[src/core/iep_pkg.sv]
// constants, register map and carrier types for the interrupt enable/priority bank
package iep_pkg;

	localparam int ADDR_W = 4;
	localparam int DATA_W = 16;

	// word offsets on the register port
	localparam logic [3:0] OFS_ENABLE_1 = 4'h0;
	localparam logic [3:0] OFS_ENABLE_2 = 4'h1;
	localparam logic [3:0] OFS_ENABLE_3 = 4'h2;
	localparam logic [3:0] OFS_ENABLE_4 = 4'h3;
	localparam logic [3:0] OFS_PRIORITY_0 = 4'h4;
	localparam logic [3:0] OFS_IRQ_STATUS = 4'h5;
	localparam logic [3:0] OFS_IRQ_CLEAR = 4'h6;
	localparam logic [3:0] OFS_IRQ_ENABLE = 4'h7;

	// implemented bits of each register
	localparam logic [15:0] MASK_ENABLE_1 = 16'h0007;
	localparam logic [15:0] MASK_ENABLE_2 = 16'h601f;
	localparam logic [15:0] MASK_ENABLE_3 = 16'he600;
	localparam logic [15:0] MASK_ENABLE_4 = 16'hce7e;
	localparam logic [15:0] MASK_PRIORITY_0 = 16'h7777;
	localparam logic [3:0] MASK_IRQ = 4'hf;

	// values after reset
	localparam logic [15:0] RESET_ENABLE = 16'h0000;
	localparam logic [15:0] RESET_PRIORITY_0 = 16'h4444;
	localparam logic [3:0] RESET_IRQ = 4'h0;

	// bits that die on variants without the optional peripherals
	localparam logic [15:0] CAN_BITS_ENABLE_2 = 16'h000c;
	localparam logic [15:0] CAN_BITS_ENABLE_4 = 16'h0040;
	localparam logic [15:0] AUDIO_BITS_ENABLE_4 = 16'hc000;

	// priority field order: index 0 external irq zero, 1 capture, 2 compare, 3 timer
	localparam int PRI_FIELDS = 4;
	localparam int PRI_FIELD_W = 3;
	localparam logic [2:0] PRI_OFF = 3'h0;
	localparam logic [2:0] PRI_TOP = 3'h7;
	localparam logic [2:0] PRI_LOW = 3'h1;

	// status bit positions
	localparam int ST_REQ_RISE = 0;
	localparam int ST_RESV_WRITE = 1;
	localparam int ST_UNMAPPED = 2;
	localparam int ST_PRI_BLOCK = 3;

	typedef struct packed {
		logic [ADDR_W-1:0] addr;
		logic [DATA_W-1:0] wdata;
		logic wr;
		logic rd;
	} iep_bus_t;

	typedef struct packed {
		logic [15:0] e1;
		logic [15:0] e2;
		logic [15:0] e3;
		logic [15:0] e4;
	} iep_src_t;

	typedef struct packed {
		logic [15:0] en1;
		logic [15:0] en2;
		logic [15:0] en3;
		logic [15:0] en4;
		logic [15:0] pri0;
		iep_src_t req;
		logic [3:0] status;
		logic [3:0] mask;
		logic [15:0] rdata;
		logic irq;
		logic best_valid;
		logic [2:0] best_level;
		logic [1:0] best_src;
	} iep_state_t;

	function automatic logic [2:0] iep_pri_field(input logic [15:0] r, input logic [1:0] idx);
		logic [15:0] sh;
		sh = r >> {idx, 2'b00};
		return sh[2:0];
	endfunction

endpackage

[src/core/iep_regs.sv]
// interrupt enable and priority register bank with request gating
//
// Functional notes
// RQ1: enable bit one passes its source request; zero blocks it.
// RQ2: unimplemented bits read zero and ignore writes.
// RQ3: priority field 111 gives level 7, the highest.
// RQ4: field 001 gives level 1, lowest; others map to binary value.
// RQ5: field 000 disables the source whatever its enable bit.
// RQ6: priority_0 fields at 14-12,10-8,6-4,2-0, each resetting to 100.
// RQ7: enable_1 bits 2,1,0 gate comparator, i2c master, i2c slave.
// RQ8: enable_2: dma4 bit 14, parallel port 13, dma3/can/spi bits 4-0.
// RQ9: enable_3: bits 15,14,13,10,9 implemented; 12-11 and low byte not.
// RQ10: enable_4 upper: audio 15,14; encoder/pwm 11,10,9; 13-12, 8-7 absent.
// RQ11: enable_4 lower: can tx 6, dma7/6 at 5/4, crc 3, uarts 2/1.
// RQ12: without can, can event, receive and transmit requests stay blocked.
// RQ13: without audio converter, left and right requests stay blocked.
// RQ14: implemented enable bits are read/write and clear on reset.
// RQ15: request presented only with flag, enable and nonzero priority.
// RQ16: each register is one 16-bit word; writes land at next edge.
`timescale 1ns/100ps

module iep_regs
	import iep_pkg::*;
#(
	parameter int HAS_CAN = 1,
	parameter int HAS_AUDIO = 1
) (
	// clock and reset
	input wire logic clock,
	input wire logic rst,
	// register port
	input wire iep_bus_t bus,
	output logic [DATA_W-1:0] rdata,
	// source flags, same clock domain
	input wire iep_src_t src_flag,
	input wire logic [PRI_FIELDS-1:0] pri_flag,
	input wire logic [PRI_FIELDS-1:0] pri_enable,
	// gated requests and arbitration result
	output iep_src_t req,
	output logic best_valid,
	output logic [2:0] best_level,
	output logic [1:0] best_src,
	// interrupt
	output logic irq
);

	if (HAS_CAN < 0 || HAS_CAN > 1) begin : g_chk_can
		$error("HAS_CAN must be 0 or 1");
	end
	if (HAS_AUDIO < 0 || HAS_AUDIO > 1) begin : g_chk_audio
		$error("HAS_AUDIO must be 0 or 1");
	end

	// absent peripherals are cut at the gate, so stray enable bits stay harmless
	localparam logic [15:0] CAP_2 = (HAS_CAN == 1) ? 16'hffff : ~CAN_BITS_ENABLE_2;
	localparam logic [15:0] CAP_4 = ((HAS_CAN == 1) ? 16'hffff : ~CAN_BITS_ENABLE_4)
		& ((HAS_AUDIO == 1) ? 16'hffff : ~AUDIO_BITS_ENABLE_4);

	iep_state_t st;
	iep_state_t next_st;
	logic mapped;
	logic resv_write;
	logic pri_block;
	logic [2:0] lvl;

	always_comb begin
		next_st = st;
		mapped = (bus.addr <= OFS_IRQ_ENABLE);
		resv_write = 1'b0;
		pri_block = 1'b0;
		lvl = PRI_OFF;

		if (bus.wr) begin
			case (bus.addr)
				OFS_ENABLE_1: begin
					next_st.en1 = bus.wdata & MASK_ENABLE_1; // RQ7 RQ2 RQ16
					resv_write = |(bus.wdata & ~MASK_ENABLE_1);
				end
				OFS_ENABLE_2: begin
					next_st.en2 = bus.wdata & MASK_ENABLE_2; // RQ8 RQ14
					resv_write = |(bus.wdata & ~MASK_ENABLE_2);
				end
				OFS_ENABLE_3: begin
					next_st.en3 = bus.wdata & MASK_ENABLE_3; // RQ9
					resv_write = |(bus.wdata & ~MASK_ENABLE_3);
				end
				OFS_ENABLE_4: begin
					next_st.en4 = bus.wdata & MASK_ENABLE_4; // RQ10 RQ11
					resv_write = |(bus.wdata & ~MASK_ENABLE_4);
				end
				OFS_PRIORITY_0: begin
					next_st.pri0 = bus.wdata & MASK_PRIORITY_0; // RQ6 RQ2
					resv_write = |(bus.wdata & ~MASK_PRIORITY_0);
				end
				OFS_IRQ_ENABLE: begin
					next_st.mask = bus.wdata[3:0] & MASK_IRQ;
				end
				default: begin
				end
			endcase
		end

		// read data valid the cycle after the strobe only
		next_st.rdata = '0;
		if (bus.rd) begin
			case (bus.addr)
				OFS_ENABLE_1: next_st.rdata = st.en1; // RQ2
				OFS_ENABLE_2: next_st.rdata = st.en2;
				OFS_ENABLE_3: next_st.rdata = st.en3;
				OFS_ENABLE_4: next_st.rdata = st.en4;
				OFS_PRIORITY_0: next_st.rdata = st.pri0;
				OFS_IRQ_STATUS: next_st.rdata = {12'h000, st.status};
				OFS_IRQ_ENABLE: next_st.rdata = {12'h000, st.mask};
				default: next_st.rdata = '0;
			endcase
		end

		// gating uses the stored enables, so a write shows one edge later
		next_st.req.e1 = src_flag.e1 & st.en1 & MASK_ENABLE_1; // RQ1
		next_st.req.e2 = src_flag.e2 & st.en2 & MASK_ENABLE_2 & CAP_2; // RQ1 RQ12
		next_st.req.e3 = src_flag.e3 & st.en3 & MASK_ENABLE_3;
		next_st.req.e4 = src_flag.e4 & st.en4 & MASK_ENABLE_4 & CAP_4; // RQ12 RQ13

		// highest level wins; on a tie the lower field index wins
		next_st.best_valid = 1'b0;
		next_st.best_level = PRI_OFF;
		next_st.best_src = 2'b00;
		for (int i = 0; i < PRI_FIELDS; i++) begin
			lvl = iep_pri_field(st.pri0, 2'(i)); // RQ3 RQ4
			if (pri_flag[i] && pri_enable[i]) begin
				if (lvl == PRI_OFF) begin
					pri_block = 1'b1; // RQ5
				end else if (!next_st.best_valid || lvl > next_st.best_level) begin
					next_st.best_valid = 1'b1; // RQ15
					next_st.best_level = lvl;
					next_st.best_src = 2'(i);
				end
			end
		end

		// set beats clear when both land in one cycle
		if (bus.wr && bus.addr == OFS_IRQ_CLEAR) begin
			next_st.status = st.status & ~bus.wdata[3:0];
		end
		next_st.status[ST_REQ_RISE] = next_st.status[ST_REQ_RISE]
			| ((|next_st.req) & ~(|st.req));
		next_st.status[ST_RESV_WRITE] = next_st.status[ST_RESV_WRITE] | resv_write;
		next_st.status[ST_UNMAPPED] = next_st.status[ST_UNMAPPED]
			| ((bus.wr | bus.rd) & ~mapped);
		next_st.status[ST_PRI_BLOCK] = next_st.status[ST_PRI_BLOCK] | pri_block;
		next_st.irq = |(next_st.status & next_st.mask);
	end

	always_ff @(posedge clock) begin
		if (rst) begin
			st <= '0;
			st.en1 <= RESET_ENABLE; // RQ14
			st.en2 <= RESET_ENABLE;
			st.en3 <= RESET_ENABLE;
			st.en4 <= RESET_ENABLE;
			st.pri0 <= RESET_PRIORITY_0; // RQ6
			st.status <= RESET_IRQ;
			st.mask <= RESET_IRQ;
		end else begin
			st <= next_st;
		end
	end

	assign rdata = st.rdata;
	assign req = st.req;
	assign best_valid = st.best_valid;
	assign best_level = st.best_level;
	assign best_src = st.best_src;
	assign irq = st.irq;
endmodule // iep_regs

[config.mk]
export PLATFORM = sky130hd
export DESIGN_NAME = iep_regs
export DESIGN_NICKNAME = d
export VERILOG_FILES = /design/src/core/iep_pkg.sv /design/src/core/iep_regs.sv
export SDC_FILE = /design/constraint.sdc
export NUM_CORES = 1
export LEC_CHECK = 0
export CAP_MARGIN = 5
export CORE_ASPECT_RATIO = 1.25
export CORE_UTILIZATION = 57
export DETAILED_ROUTE_END_ITERATION = 7
export DONT_BUFFER_PORTS = 1
export HOLD_SLACK_MARGIN = 0.02
export PLACE_DENSITY = 0.75
export REMOVE_ABC_BUFFERS = 1
export SYNTH_ARGS = -nofsm -noshare
export SYNTH_HDL_FRONTEND = slang
export SYNTH_SLANG_ARGS = --single-unit
[constraint.sdc]
create_clock -name clock -period 3.3 [get_ports clock]
set_input_delay 0 -clock clock [delete_from_list [all_inputs] [get_ports clock]]
set_output_delay 0 -clock clock [all_outputs]
set_load 0.01 [all_outputs]
==> run summary <==
Hold Crit Class -> input pin to flop
worst path cell trace -> nand3_4, ha_4, nand3b_1, a21oi_4, a21oi_1, a21oi_2, ha_4, nand3_2, o21ai_2, o21a_2, or3_4, nand2_2, ha_4, a211oi_2, o22ai_2, and2_4, a32o_1
Avg Cell Area, Syn -> 8.12 sq um
Seq/Total Area, Yosys -> 0.398
row cnt -> 36
total gr overflow -> 0
CP max stage cell -> dfxtp_2
Post-Synthesis Cells -> 583
fraction of registers with async set/reset -> 0
Fmax achieved -> 275 MHz
Worst Setup Start Kind -> flop
Cell variety after synth -> 55
fin area -> 0.00568 sq mm
Peak VDD IR -> 321 uV
GP Congestion -> 0.920
status -> finished, violations left
placed inst area -> 0.00443 sq mm
Slew @ Worst Pin -> 1.12 ns
most used cell, CP -> ha_4
DRC -> 0
Final Hold Viols -> 0
GRT Resource Usage Total -> 0.308
required time worst endpoint -> 3.56 ns
chip height -> 104 microns
H-Tree Depth -> 3
top cell type's share of synthesized area -> 0.398
Yosys reg bits -> 94
Synth Warn # -> 0
Final min period -> 3.63 ns
EDFF count, synth -> 0
Via density -> 6.13
Iter 0 DRT Violations -> 448
failing checks -> negative setup slack
vias post-DR -> 4451
initial antenna violation count -> 0
antenna viol nets, final -> 0
die footprint -> 0.00867 sq mm
Root Buffer -> clkbuf_8
final setup vio count -> 5
Final Max Slew Viols -> 0
leading register cell type out of synthesis -> dfxtp_1
global-route wire length before repair -> 21300 microns
Mapped Area -> 0.00473 sq mm
Max-Cap Viols -> 0
layout cells sized above 1 -> 0.158
layout net count -> 731
CP endpoint kind -> flop
crit path DAT -> 3.89 ns
kind of critical path -> flop to flop
CTS buffer count -> 9
Final HPWL DP -> 8490 microns
RSZ-0062 raised after global routing -> true
area leader, netlist -> dfxtp_1
Total Power -> 2240 uW
Chip Width -> 83.5 microns
Final Core Density -> 0.717
vias in the first global route -> 4307
largest cells by area after synthesis -> dfxtp_1 (40%), buf_4 (13%), nand2_1 (7.5%)
drt wl/cell -> 19.1 microns
latest clock arrival within the worst-skew pair -> 0.36 ns
drt first pass iters -> 8
final worst slack -> -0.335 ns
skew final -> 0.00718 ns
Worst-path clk slew -> 0.10 ns
Final Cycle Share -> 1.10
worst-case clock buffer depth -> 2
pwr dens -> 394 mW/mm^2
CTS tree -> yes
CP max stage delay -> 0.36 ns
largest net degree at the start of global routing -> 45
Crit Path Max Fanout -> 6
CTS sink cnt -> 94
Initial Util -> 0.597
Antenna Diode Count -> 0
WL final -> 13900 microns
Port Buffer Count -> 0
P_leak -> 0.00216 uW
Syn-to-layout area delta -> 20.0%
Core Box Area -> 0.00793 sq mm
Max-slew headroom -> 0.246
Fin Setup TNS -> -1.47 ns
IO Count -> 183
-- placed cells by master (no fill, tap or decap), drive strengths merged, types with 2 or more instances in the layout --
cell type and n:
nand2 95, dfxtp 94, dlygate4sd3 74, a21oi 52, nor2 44, nand3 41
conb 39, buf 32, inv 19, o21ai 12, clkbuf 10, nand4 9
nor4 9, ha 9, nor3 8, and2 7, o31ai 5, a22oi 5
o41ai 5, a211oi 5, mux2i 4, a221oi 4, or2 4, or4 3
a32o 3, a222oi 3, or3 3, o221ai 3, nand3b 2, and3 2
a221o 2, nor2b 2, a32oi 2, and4 2, mux2 2, clkinv 2
o311ai 2, o21a 2
-- cells by family (layout without fill, tap and decap cells) --
| group | count (synthesis) | count (layout) | synth area share |
|---|---|---|---|
| compound gates | 108 | 108 | 0.153 |
| fa+ha+maj | 9 | 9 | 0.0238 |
| flops | 94 | 94 | 0.398 |
| mux | 7 | 7 | 0.0188 |
| other cells | 1 | 39 | 0.000792 |
| simple gates | 236 | 236 | 0.234 |
| buf+inv | 128 | 138 | 0.172 |
-- sequential cells by signal, indices dropped and copies added, names as in the netlist --
name        count
irq             1
rdata          15
st             43
best_src        2
best_valid      1
req            26
lvl             3
best_level      3
-- metrics by stage --
stage	instances	hold WS (ns)	setup WS, ns
global route	726	0.0342	-0.441
global placement	629	0.0771	-0.324
detailed placement	629	0.0766	-0.571
finish	726	0.0344	-0.335
floorplan	509	0.0691	-0.395
CTS	722	0.0213	-0.243
-- final timing paths --
kind	startpoint	end	slack, ns	cells past startpoint
setup / recovery	st[97]	best_level[1]	-0.33	17
hold reg to reg	st[122]	rdata[11]	0.47	2
hold / removal	pri_flag[0]	st[30]	0.03	3
setup reg to reg	st[97]	best_level[1]	-0.33	17
-- what timing repair did --
item / in CTS / in global routing
setup endpoints to repair: 5 / 5
hold buffers: 76 / 0
resized for setup: 30 / 19
endpoints found under the hold margin: 85 / 0
setup buffers: 2 / 4
pin swaps: 15 / 16
cloned: 0 / 0
-- critical path: cells and delay by family (launching register included) --
kind,cells,cell delay (ns)
compound gates,8,1.50
fa+ha+maj,3,0.73
flops,1,0.36
simple gates,6,0.94
-- report_power, final --
part,total (uW),internal (uW),switching [uW]
clock,728,288,440
sequential,1170,1150,16.6
combinational,338,158,180
-- synth_stat cells (3+ instances only) --
cell type and number:
a32o_1 3, nand3_1 41, buf_1 3, clkbuf_1 13, nor3_1 8, o21ai_0 11
or2_2 3, ha_1 9, nor2_1 44, a22oi_1 5, or3_1 3, inv_1 16
a21oi_1 52, a221oi_1 4, nand2_1 94, and2_1 7, dfxtp_1 94, o31ai_1 5
nor4_1 8, or4_1 3, a211oi_1 5, o221ai_1 3, nand4_1 9, a222oi_1 3
buf_2 11, mux2i_1 4, buf_4 85, o41ai_1 4
-- cell type report --
type                       count  area, sq um
multi-input combinational    399         2420
fill                         598         2250
sequential                    94         1890
timing repair buffer         106         1010
clock buffer                  10          128
tap                           95          119
inverter                      16         60.1
clock inverter                 6         53.8
-- layer usage --
| metal | global-route usage | wire length (microns) | up-vias |
|---|---|---|---|
| li1 | - | - | 1994 |
| met1 | 0.351 | 5040 | 2096 |
| met2 | 0.534 | 6970 | 298 |
| met3 | 0.0762 | 1360 | 63 |
| met4 | 0.151 | 507 | 0 |
| met5 | 0 | 0 | - |
(Power assumes the default switching activity.)
